## src/hdl/nco_preset_pkg.sv

```systemverilog
// Constants for the numeric oscillator preset register bank.
// Assumes a 32-bit classic Wishbone register bus with byte addresses.
package nco_preset_pkg;

  // Bus and word widths
  localparam int DATA_W = 32;
  localparam int SEL_W = 4;
  localparam int BYTE_W = 8;
  localparam int PHASE_W = 16;
  localparam int PHASE_LSB_POS = 16;
  localparam int MIN_ADDR_W = 10;

  // Preset counts
  localparam int NUM_FREQ_REGS = 4;
  localparam int NUM_PHASE_REGS = 4;
  localparam int PRESET_SEL_W = 2;

  // Register byte offsets
  localparam logic [11:0] OFF_CHAN_A_PHASE_PRESET0 = 12'h224;
  localparam logic [11:0] OFF_CHAN_A_FREQ_PRESET1 = 12'h228;
  localparam logic [11:0] OFF_CHAN_A_PHASE_PRESET1 = 12'h22c;
  localparam logic [11:0] OFF_CHAN_A_FREQ_PRESET2 = 12'h230;
  localparam logic [11:0] OFF_CHAN_A_PHASE_PRESET2 = 12'h234;
  localparam logic [11:0] OFF_CHAN_A_FREQ_PRESET3 = 12'h238;
  localparam logic [11:0] OFF_CHAN_A_PHASE_PRESET3 = 12'h23c;
  localparam logic [11:0] OFF_CHAN_B_FREQ_PRESET0 = 12'h240;

  // Offset tables, index order of the storage arrays
  localparam logic [11:0] FREQ_OFFSETS [NUM_FREQ_REGS] = '{
    OFF_CHAN_A_FREQ_PRESET1, OFF_CHAN_A_FREQ_PRESET2, OFF_CHAN_A_FREQ_PRESET3, OFF_CHAN_B_FREQ_PRESET0};
  localparam logic [11:0] PHASE_OFFSETS [NUM_PHASE_REGS] = '{
    OFF_CHAN_A_PHASE_PRESET0, OFF_CHAN_A_PHASE_PRESET1, OFF_CHAN_A_PHASE_PRESET2, OFF_CHAN_A_PHASE_PRESET3};

  // Index of channel B preset 0 inside the frequency array
  localparam int FREQ_IDX_CHAN_B0 = 3;

  // Reset values
  localparam logic [31:0] FREQ_RESET = 32'hc0000000;
  localparam logic [15:0] PHASE_RESET = 16'h0000;
  localparam logic [31:0] ACC_RESET = 32'h00000000;
  localparam logic [31:0] UNMAPPED_READ = 32'h00000000;

endpackage : nco_preset_pkg

```

## src/hdl/nco_preset_register_bank.sv

```systemverilog
// Preset storage for the numeric oscillators, with the phase accumulators it feeds.
// Assumes a classic Wishbone master on mclk_i and inputs synchronous to mclk_i.
module nco_preset_register_bank #(
  parameter int ADDR_W = 12
) (
  input wire logic mclk_i,
  input wire logic srst_i,
  input wire logic wb_cyc_i,
  input wire logic wb_stb_i,
  input wire logic wb_we_i,
  input wire logic [ADDR_W-1:0] wb_adr_i,
  input wire logic [3:0] wb_sel_i,
  input wire logic [31:0] wb_dat_i,
  output logic [31:0] wb_dat_o,
  output logic wb_ack_o,
  input wire logic sample_en_i,
  input wire logic resync_i,
  input wire logic dual_edge_mode_i,
  input wire logic [1:0] preset_sel_i,
  input wire logic [31:0] chan_a_freq_preset0_i,
  input wire logic [15:0] chan_b_phase_preset0_i,
  output logic [31:0] chan_a_phase_o,
  output logic [31:0] chan_b_phase_o
);

  // Elaboration check on the address width
  if (ADDR_W < nco_preset_pkg::MIN_ADDR_W) begin : g_bad_addr_w
    $error("ADDR_W too narrow for the register map");
  end

  // Address match against a register offset
  function automatic logic addr_hit(input logic [ADDR_W-1:0] adr, input logic [11:0] off);
    addr_hit = (adr == ADDR_W'(off));
  endfunction : addr_hit

  // Byte-lane merge of write data into an old value
  function automatic logic [31:0] lane_merge(input logic [31:0] old_v, input logic [31:0] new_v,
                                             input logic [3:0] sel);
    logic [31:0] res;
    res = old_v;
    for (int b = 0; b < nco_preset_pkg::SEL_W; b++) begin
      if (sel[b]) begin
        res[b*nco_preset_pkg::BYTE_W +: nco_preset_pkg::BYTE_W] =
          new_v[b*nco_preset_pkg::BYTE_W +: nco_preset_pkg::BYTE_W];
      end
    end
    lane_merge = res;
  endfunction : lane_merge

  // Storage
  logic [31:0] freq_ff [nco_preset_pkg::NUM_FREQ_REGS];
  logic [15:0] phase_ff [nco_preset_pkg::NUM_PHASE_REGS];
  logic ack_ff;
  logic [31:0] rdata_ff;
  logic [31:0] acc_a_ff;
  logic [31:0] acc_b_ff;
  logic [31:0] out_a_ff;
  logic [31:0] out_b_ff;

  // Bus request qualification
  wire bus_req = wb_cyc_i && wb_stb_i && !ack_ff;
  wire bus_wr = bus_req && wb_we_i;

  // Per-register hit vectors
  logic [nco_preset_pkg::NUM_FREQ_REGS-1:0] freq_hit;
  logic [nco_preset_pkg::NUM_PHASE_REGS-1:0] phase_hit;
  logic [31:0] freq_rd [nco_preset_pkg::NUM_FREQ_REGS];
  logic [31:0] phase_rd [nco_preset_pkg::NUM_PHASE_REGS];

  // Frequency words: A1, A2, A3, B0, all with the same reset value
  for (genvar i = 0; i < nco_preset_pkg::NUM_FREQ_REGS; i++) begin : g_freq
    assign freq_hit[i] = addr_hit(wb_adr_i, nco_preset_pkg::FREQ_OFFSETS[i]);
    assign freq_rd[i] = freq_hit[i] ? freq_ff[i] : nco_preset_pkg::UNMAPPED_READ;
    wire [31:0] nxt_freq = lane_merge(freq_ff[i], wb_dat_i, wb_sel_i);
    // Register write
    always_ff @(posedge mclk_i) begin
      if (srst_i) begin
        freq_ff[i] <= nco_preset_pkg::FREQ_RESET;
      end else if (bus_wr && freq_hit[i]) begin
        freq_ff[i] <= nxt_freq;
      end
    end
  end

  // Phase words: A0 to A3, 16 bits in the low lanes
  for (genvar i = 0; i < nco_preset_pkg::NUM_PHASE_REGS; i++) begin : g_phase
    assign phase_hit[i] = addr_hit(wb_adr_i, nco_preset_pkg::PHASE_OFFSETS[i]);
    assign phase_rd[i] = phase_hit[i] ? {16'h0000, phase_ff[i]} : nco_preset_pkg::UNMAPPED_READ;
    wire [31:0] nxt_phase = lane_merge({16'h0000, phase_ff[i]}, wb_dat_i, wb_sel_i);
    // Register write
    always_ff @(posedge mclk_i) begin
      if (srst_i) begin
        phase_ff[i] <= nco_preset_pkg::PHASE_RESET;
      end else if (bus_wr && phase_hit[i]) begin
        phase_ff[i] <= nxt_phase[nco_preset_pkg::PHASE_W-1:0];
      end
    end
  end

  // Read mux: OR of one-hot selected words, zero when unmapped
  logic [31:0] nxt_rdata;
  always_comb begin
    nxt_rdata = nco_preset_pkg::UNMAPPED_READ;
    for (int i = 0; i < nco_preset_pkg::NUM_FREQ_REGS; i++) begin
      nxt_rdata = nxt_rdata | freq_rd[i];
    end
    for (int i = 0; i < nco_preset_pkg::NUM_PHASE_REGS; i++) begin
      nxt_rdata = nxt_rdata | phase_rd[i];
    end
  end

  // Bus answer: ack one cycle after the request, dropped the cycle after
  always_ff @(posedge mclk_i) begin
    if (srst_i) begin
      ack_ff <= 1'b0;
      rdata_ff <= nco_preset_pkg::UNMAPPED_READ;
    end else begin
      ack_ff <= bus_req;
      if (bus_req && !wb_we_i) begin
        rdata_ff <= nxt_rdata;
      end
    end
  end

  // Active preset selection for channel A; preset 0 frequency comes from outside
  wire [31:0] sel_freq_a = (preset_sel_i == 2'h0) ? chan_a_freq_preset0_i : freq_ff[preset_sel_i - 2'h1];
  wire [15:0] sel_phase_a = phase_ff[preset_sel_i];

  // Channel B uses its own words unless in dual-edge mode
  wire [31:0] sel_freq_b = dual_edge_mode_i ? sel_freq_a : freq_ff[nco_preset_pkg::FREQ_IDX_CHAN_B0];
  wire [15:0] sel_phase_b = dual_edge_mode_i ? sel_phase_a : chan_b_phase_preset0_i;

  // Left-justified phase offsets, lower half zero
  wire [31:0] offs_a = {sel_phase_a, {nco_preset_pkg::PHASE_LSB_POS{1'b0}}};
  wire [31:0] offs_b = {sel_phase_b, {nco_preset_pkg::PHASE_LSB_POS{1'b0}}};

  // Modulo two to the 32 sums; sign of the code does not matter
  wire [31:0] nxt_acc_a = acc_a_ff + sel_freq_a;
  wire [31:0] nxt_acc_b = dual_edge_mode_i ? nxt_acc_a : acc_b_ff + sel_freq_b;
  wire [31:0] nxt_out_a = acc_a_ff + offs_a;
  wire [31:0] nxt_out_b = dual_edge_mode_i ? nxt_out_a : acc_b_ff + offs_b;

  // Phase accumulators; resync restarts both for a known phase after retuning
  always_ff @(posedge mclk_i) begin
    if (srst_i || resync_i) begin
      acc_a_ff <= nco_preset_pkg::ACC_RESET;
      acc_b_ff <= nco_preset_pkg::ACC_RESET;
    end else if (sample_en_i) begin
      acc_a_ff <= nxt_acc_a;
      acc_b_ff <= nxt_acc_b;
    end
  end

  // Registered oscillator phase outputs
  always_ff @(posedge mclk_i) begin
    if (srst_i) begin
      out_a_ff <= nco_preset_pkg::ACC_RESET;
      out_b_ff <= nco_preset_pkg::ACC_RESET;
    end else begin
      out_a_ff <= nxt_out_a;
      out_b_ff <= nxt_out_b;
    end
  end

  // Output drive
  assign wb_ack_o = ack_ff;
  assign wb_dat_o = rdata_ff;
  assign chan_a_phase_o = out_a_ff;
  assign chan_b_phase_o = out_b_ff;
endmodule : nco_preset_register_bank

```

## config.mk

```make
export PLATFORM = sky130hd
export DESIGN_NAME = nco_preset_register_bank
export DESIGN_NICKNAME = d
export VERILOG_FILES = /design/src/hdl/nco_preset_pkg.sv /design/src/hdl/nco_preset_register_bank.sv
export SDC_FILE = /design/constraint.sdc
export NUM_CORES = 1
export LEC_CHECK = 0
export BUFFER_PORTS_ARGS = -buffer_cell sky130_fd_sc_hd__buf_2
export CAP_MARGIN = 20
export CORE_ASPECT_RATIO = 0.5
export CORE_MARGIN = 2
export CORE_UTILIZATION = 35
export CTS_CLUSTER_SIZE = 12
export DETAILED_ROUTE_END_ITERATION = 6
export HOLD_SLACK_MARGIN = 0.08
export PLACE_DENSITY = 0.56
export SETUP_SLACK_MARGIN = 0.5
export SKIP_CTS_REPAIR_TIMING = 1
export SYNTH_ARGS = -nofsm -noshare
export SYNTH_HDL_FRONTEND = slang
export SYNTH_SLANG_ARGS = --single-unit
```

## constraint.sdc

```tcl
create_clock -name mclk_i -period 6.7 [get_ports mclk_i]
set_input_delay 1.675 -clock mclk_i [delete_from_list [all_inputs] [get_ports mclk_i]]
set_output_delay 1.675 -clock mclk_i [all_outputs]
set_load 0.01 [all_outputs]
```

Yosys cells after proc, flatten, opt, wreduce, memory -nomap -nowiden
Memory sizes are Yosys's and may differ from the RTL's. Index checks and enable logic that the tools add are counted.

Memories: 2. Word-level logic and storage cells: 123. Bits of input ports: 106. Memory bits (writable): 192. Flip-flop bits (word level): 161. Output and inout bits: 97.

Mux-type cells: 71. Eq/ne operators: 8. Bitwise operators: 15. Add/subtract/negate cells: 5. Reductions and logical operators: 16.

Memories: freq_ff (depth 4, width 32, rd ports 5, clocked after Yosys merged registers in 0, write ports 4, line nco_preset_register_bank.sv:51) `logic [31:0] freq_ff [nco_preset_pkg::NUM_FREQ_REGS];`; phase_ff (depth 4, width 16, rd ports 5, clocked after Yosys merged registers in 0, write ports 4, line nco_preset_register_bank.sv:52) `logic [15:0] phase_ff [nco_preset_pkg::NUM_PHASE_REGS];`.

Operator list (number): two-way mux 32 bit (12); two-way mux 8 bit (24); two-way mux 16 bit (9); adder 32 bit (4); OR 32 x 16 -> 32 bit (4); equality test 12 x 10 -> 1 bit (second input constant) (8); OR 32 bit (3); two-way mux 1 bit (26); logical AND 1 bit (12); OR 1 bit (8); logical NOT 1 bit (2); logical NOT 2 bit (1); subtractor 2 x 1 -> 2 bit (second input constant) (1); logical OR 1 bit (1).

Longest topological paths before layout
Word-level depth: 9. Depth in mapped cells: 19. Mapped depth without buffers: 16.

Worst setup path before layout
Ideal clock, no wire load.

Path type: input -> register. Start: in preset_sel_i[0]. End: reg acc_b_ff[30]. Stages on the path: 19. Slack: 0.256 ns. Library setup time: 0.078 ns. Path buffers: 3. Data arrival time: 6.366 ns. Required time: 6.622 ns. Cells stage by stage: buf_1 -> buf_2 -> inv_1 -> ha_1 -> buf_1 -> mux4_2 -> mux2_2 -> mux2_2 -> ha_1 -> fa_1 -> a21oi_1 -> o211ai_1 -> a31oi_1 -> o21ai_0 -> o211a_1 -> o41ai_1 -> xnor2_1 -> o22ai_1 -> nor3_1.

Longest elaborated chain between the ends: 6. Elaborated cells on any way between the ends: 8. Those cells by class: add/sub (3); mux (3); reduce/logical (1); memory (1).

RTL lines: start: declaration (line nco_preset_register_bank.sv:19) `input wire logic [1:0] preset_sel_i,`; subtractor 2 x 1 -> 2 bit (line nco_preset_register_bank.sv:126) `wire [31:0] sel_freq_a = (preset_sel_i == 2'h0) ? chan_a_freq_preset0_i : freq_ff[preset_sel_i - 2'h1];`; memory (4 x 32 bit); two-way mux 32 bit (*) (line nco_preset_register_bank.sv:126); two-way mux 32 bit (line nco_preset_register_bank.sv:130) `wire [31:0] sel_freq_b = dual_edge_mode_i ? sel_freq_a : freq_ff[nco_preset_pkg::FREQ_IDX_CHAN_B0];`; adder 32 bit (line nco_preset_register_bank.sv:139) `wire [31:0] nxt_acc_b = dual_edge_mode_i ? nxt_acc_a : acc_b_ff + sel_freq_b;`; two-way mux 32 bit (*) (line nco_preset_register_bank.sv:139); end signal: assignment (line nco_preset_register_bank.sv:147) `acc_b_ff <= nco_preset_pkg::ACC_RESET;`; end signal: assignment (line nco_preset_register_bank.sv:150) `acc_b_ff <= nxt_acc_b;`; end: declaration (line nco_preset_register_bank.sv:56) `logic [31:0] acc_b_ff;`.

Every way passes the cells marked *; elsewhere a longest branch is shown, timed or not. A chain may end at the register's enable or synchronous reset.

Worst setup path in the final report
Start: in preset_sel_i[0]. End: reg acc_b_ff[31].

Same word-level chain as after synthesis.

==> run metrics <==
Hold WC Path Type register to register; vias 16,400; die height 175 µm; Mapped Area 0.0204 mm²; Power per Cell Area 237 mW/mm²; Clk Latency, worst-skew pair 0.57 ns; Initial Utilization 35.5%; port bufs 202; I/O pin cnt 203; nets 2,305; unrepaired setup endpoints after global routing no; syn_area_per_cell 10.5 µm²; Die Width 345 µm; asr flop ratio synth 0%; Tot Pwr 5.55 mW; # fillers 5,511; CTS tree yes; Vias/cell 5.67; vias in the first global route 15,300; maximum VDD drop 0.148 mV; Hold Slack 0.517 ns; antenna-violating nets left 0; Max Buffers Root-to-Sink 3; final non-filler cell total 2,901; Final period util 85.6%; antenna violations before repair 9; Setup crit end kind register; highest net fanout along the worst path 22; worst clock skew 0.0324 ns; number of clock sinks 353; largest net degree at the start of global routing 52; Worst Setup Path Type primary input to register; detailed-route wire length per cell 24.5 µm; fin area 0.0234 mm²; Root Buffer clkbuf_16; synthesized instance count 1,946; Critical Path RT 7.08 ns; dpl cells 2,830; count of flip-flops with a built-in enable after synthesis 192; endpoints failing setup 0; synth unique cells 77; ys flop type edfxtp_1; CP startpoint kind primary input; hpwl dp 53.3 mm; Mapped Nets 2,149; RD Place Congestion 0.913; register area share after synthesis 44.1%; initial DRC count 1,873; number of synthesized register bits 353; post-layout minimum cycle time 5.74 ns; final number of hold-violating endpoints 0; CTS Buf Count 38; Finished Core Util 40.7%; outcome complete, no violations; clk slew on worst S/H paths 0.06 ns; GRT Total Usage 22.8%; area grow syn2layout 14.6%; ratio of cells with drive above 1 in the final layout 20.8%; Final Slew Violations 0; core area 0.0575 mm²; Post-route DRC 0; Setup WS post-layout 0.964 ns; first-pass GRT wire length 103 mm; Cell Area, Placed 0.0222 mm²; die footprint 0.0604 mm²; Synth Warn # 0; maxcap violations 0; Place WS 0.478 ns; total congestion overflow 0; fmax 174 MHz; 1st-pass router iterations 6; CP arrival 6.12 ns; Pleak 9.50 nW; total wire length 71.1 mm; setup TNS 0 ns; H-tree Lvls 2; Worst Tran Pin Value 1.11 ns; Core Rows 62; worst rel slew slack 26.3%
[final timing paths]
check                              startpoint  slack (ns)  cells after the start                           end
setup reg to reg  freq_ff[3][0]$_SDFFCE_PN0P_        2.18                     14     acc_b_ff[30]$_SDFFE_PP0P_
setup / recovery              preset_sel_i[0]        0.96                     17     acc_b_ff[31]$_SDFFE_PP0P_
hold / removal       acc_a_ff[4]$_SDFFE_PP0P_        0.52                      1  chan_a_phase_o[4]$_SDFF_PP0_
hold reg to reg      acc_a_ff[4]$_SDFFE_PP0P_        0.52                      1  chan_a_phase_o[4]$_SDFF_PP0_
[where the power goes]
| part | switching (mW) | internal [mW] |
|---|---|---|
| clock | 0.927 | 1.15 |
| combinational | 0.606 | 0.397 |
| sequential | 0.0901 | 2.38 |
[state kept, by name, summed over array words and instances (netlist names)]
name / flops
acc_b_ff: 32
wb_dat_o: 32
chan_b_phase_o: 32
acc_a_ff: 32
wb_ack_o: 1
freq_ff: 128
chan_a_phase_o: 32
phase_ff: 64
[worst max-delay path, stage by stage]
cell and delay [ns]:
buf_4 0.26, inv_1 0.08, ha_1 0.33, buf_4 0.37, mux4_2 0.36, mux2_2 0.32
mux2_2 0.28, ha_1 0.37, o21ai_0 0.13, a21oi_1 0.21, o22ai_2 0.15, o41ai_4 0.54
a31oi_1 0.23, a41o_1 0.28, xnor2_1 0.21, mux2i_1 0.21, a31oi_1 0.09
[placed cells by master, fill, tap and decap left out, types with 40 or more instances in the layout]
cell type,count
dfxtp_1,161
ha_1,93
a21oi_1,119
edfxtp_1,192
and2_1,194
o21ai_0,104
mux4_2,48
nor2_1,134
nand2_1,118
xnor2_1,53
buf_2,199
mux2_2,76
mux2i_1,61
a31oi_1,40
[cells by family (layout without fill, tap and decap cells)]
group / Yosys count / count (layout) / synth area share, %
and+or+nand+nor: 582 / 582 / 14.5
AOI/OAI and AO/OA: 498 / 498 / 16.2
DFF: 353 / 353 / 44.1
muxes: 185 / 185 / 12.5
buffers and inverters: 149 / 333 / 3.13
adders and majority gates: 97 / 97 / 6.10
xor gates and xnor gates: 82 / 82 / 3.52
other: 0 / 3 / 0
[synthesized netlist by cell type (7+ instances only)]
library cell	n	share of area (%)
and2_1	194	5.9
xor2_1	29	1.2
a31oi_1	40	1.2
buf_1	10	0.18
nor2_1	140	2.6
nand4_1	11	0.34
nand2b_1	21	0.64
mux2i_1	61	3.0
a22oi_1	38	1.4
xnor2_1	53	2.3
o21bai_1	12	0.44
a21o_1	32	1.2
or2_2	7	0.21
a211oi_1	20	0.74
nor3_1	20	0.49
buf_2	7	0.17
a221oi_1	14	0.60
mux4_2	48	5.3
a21oi_1	119	2.9
dfxtp_1	161	16
clkbuf_1	89	1.6
o211ai_1	8	0.29
mux2_2	76	4.2
nor2b_1	27	0.83
a22o_1	15	0.64
nand3_1	25	0.61
o22ai_1	9	0.28
ha_1	93	5.7
inv_1	32	0.59
o21ai_0	104	2.6
o21a_1	15	0.55
a222oi_1	16	0.78
nand2_1	118	2.2
edfxtp_1	192	28
[final cells by class]
| type | instances | area, µm² | share of cell area, % |
|---|---|---|---|
| well taps | 768 | 961 | 4.11 |
| repair buffers | 232 | 1260 | 5.37 |
| inverters | 33 | 124 | 0.530 |
| diodes | 3 | 7.51 | 0.0321 |
| multi-input cells | 1444 | 10900 | 46.4 |
| flip-flops and latches | 353 | 8990 | 38.4 |
| clock inverters | 8 | 88.8 | 0.380 |
| clock buffers | 60 | 1100 | 4.72 |
[metal layers]
layer	global-route usage [%]	vias to the layer above	wire length [µm]
met5	0	-	47
met4	4.46	8	1180
met3	3.20	101	5630
met2	34.7	755	31000
met1	34.5	8043	33200
li1	-	7538	-
No activity file was read; power rests on OpenSTA's default activity.
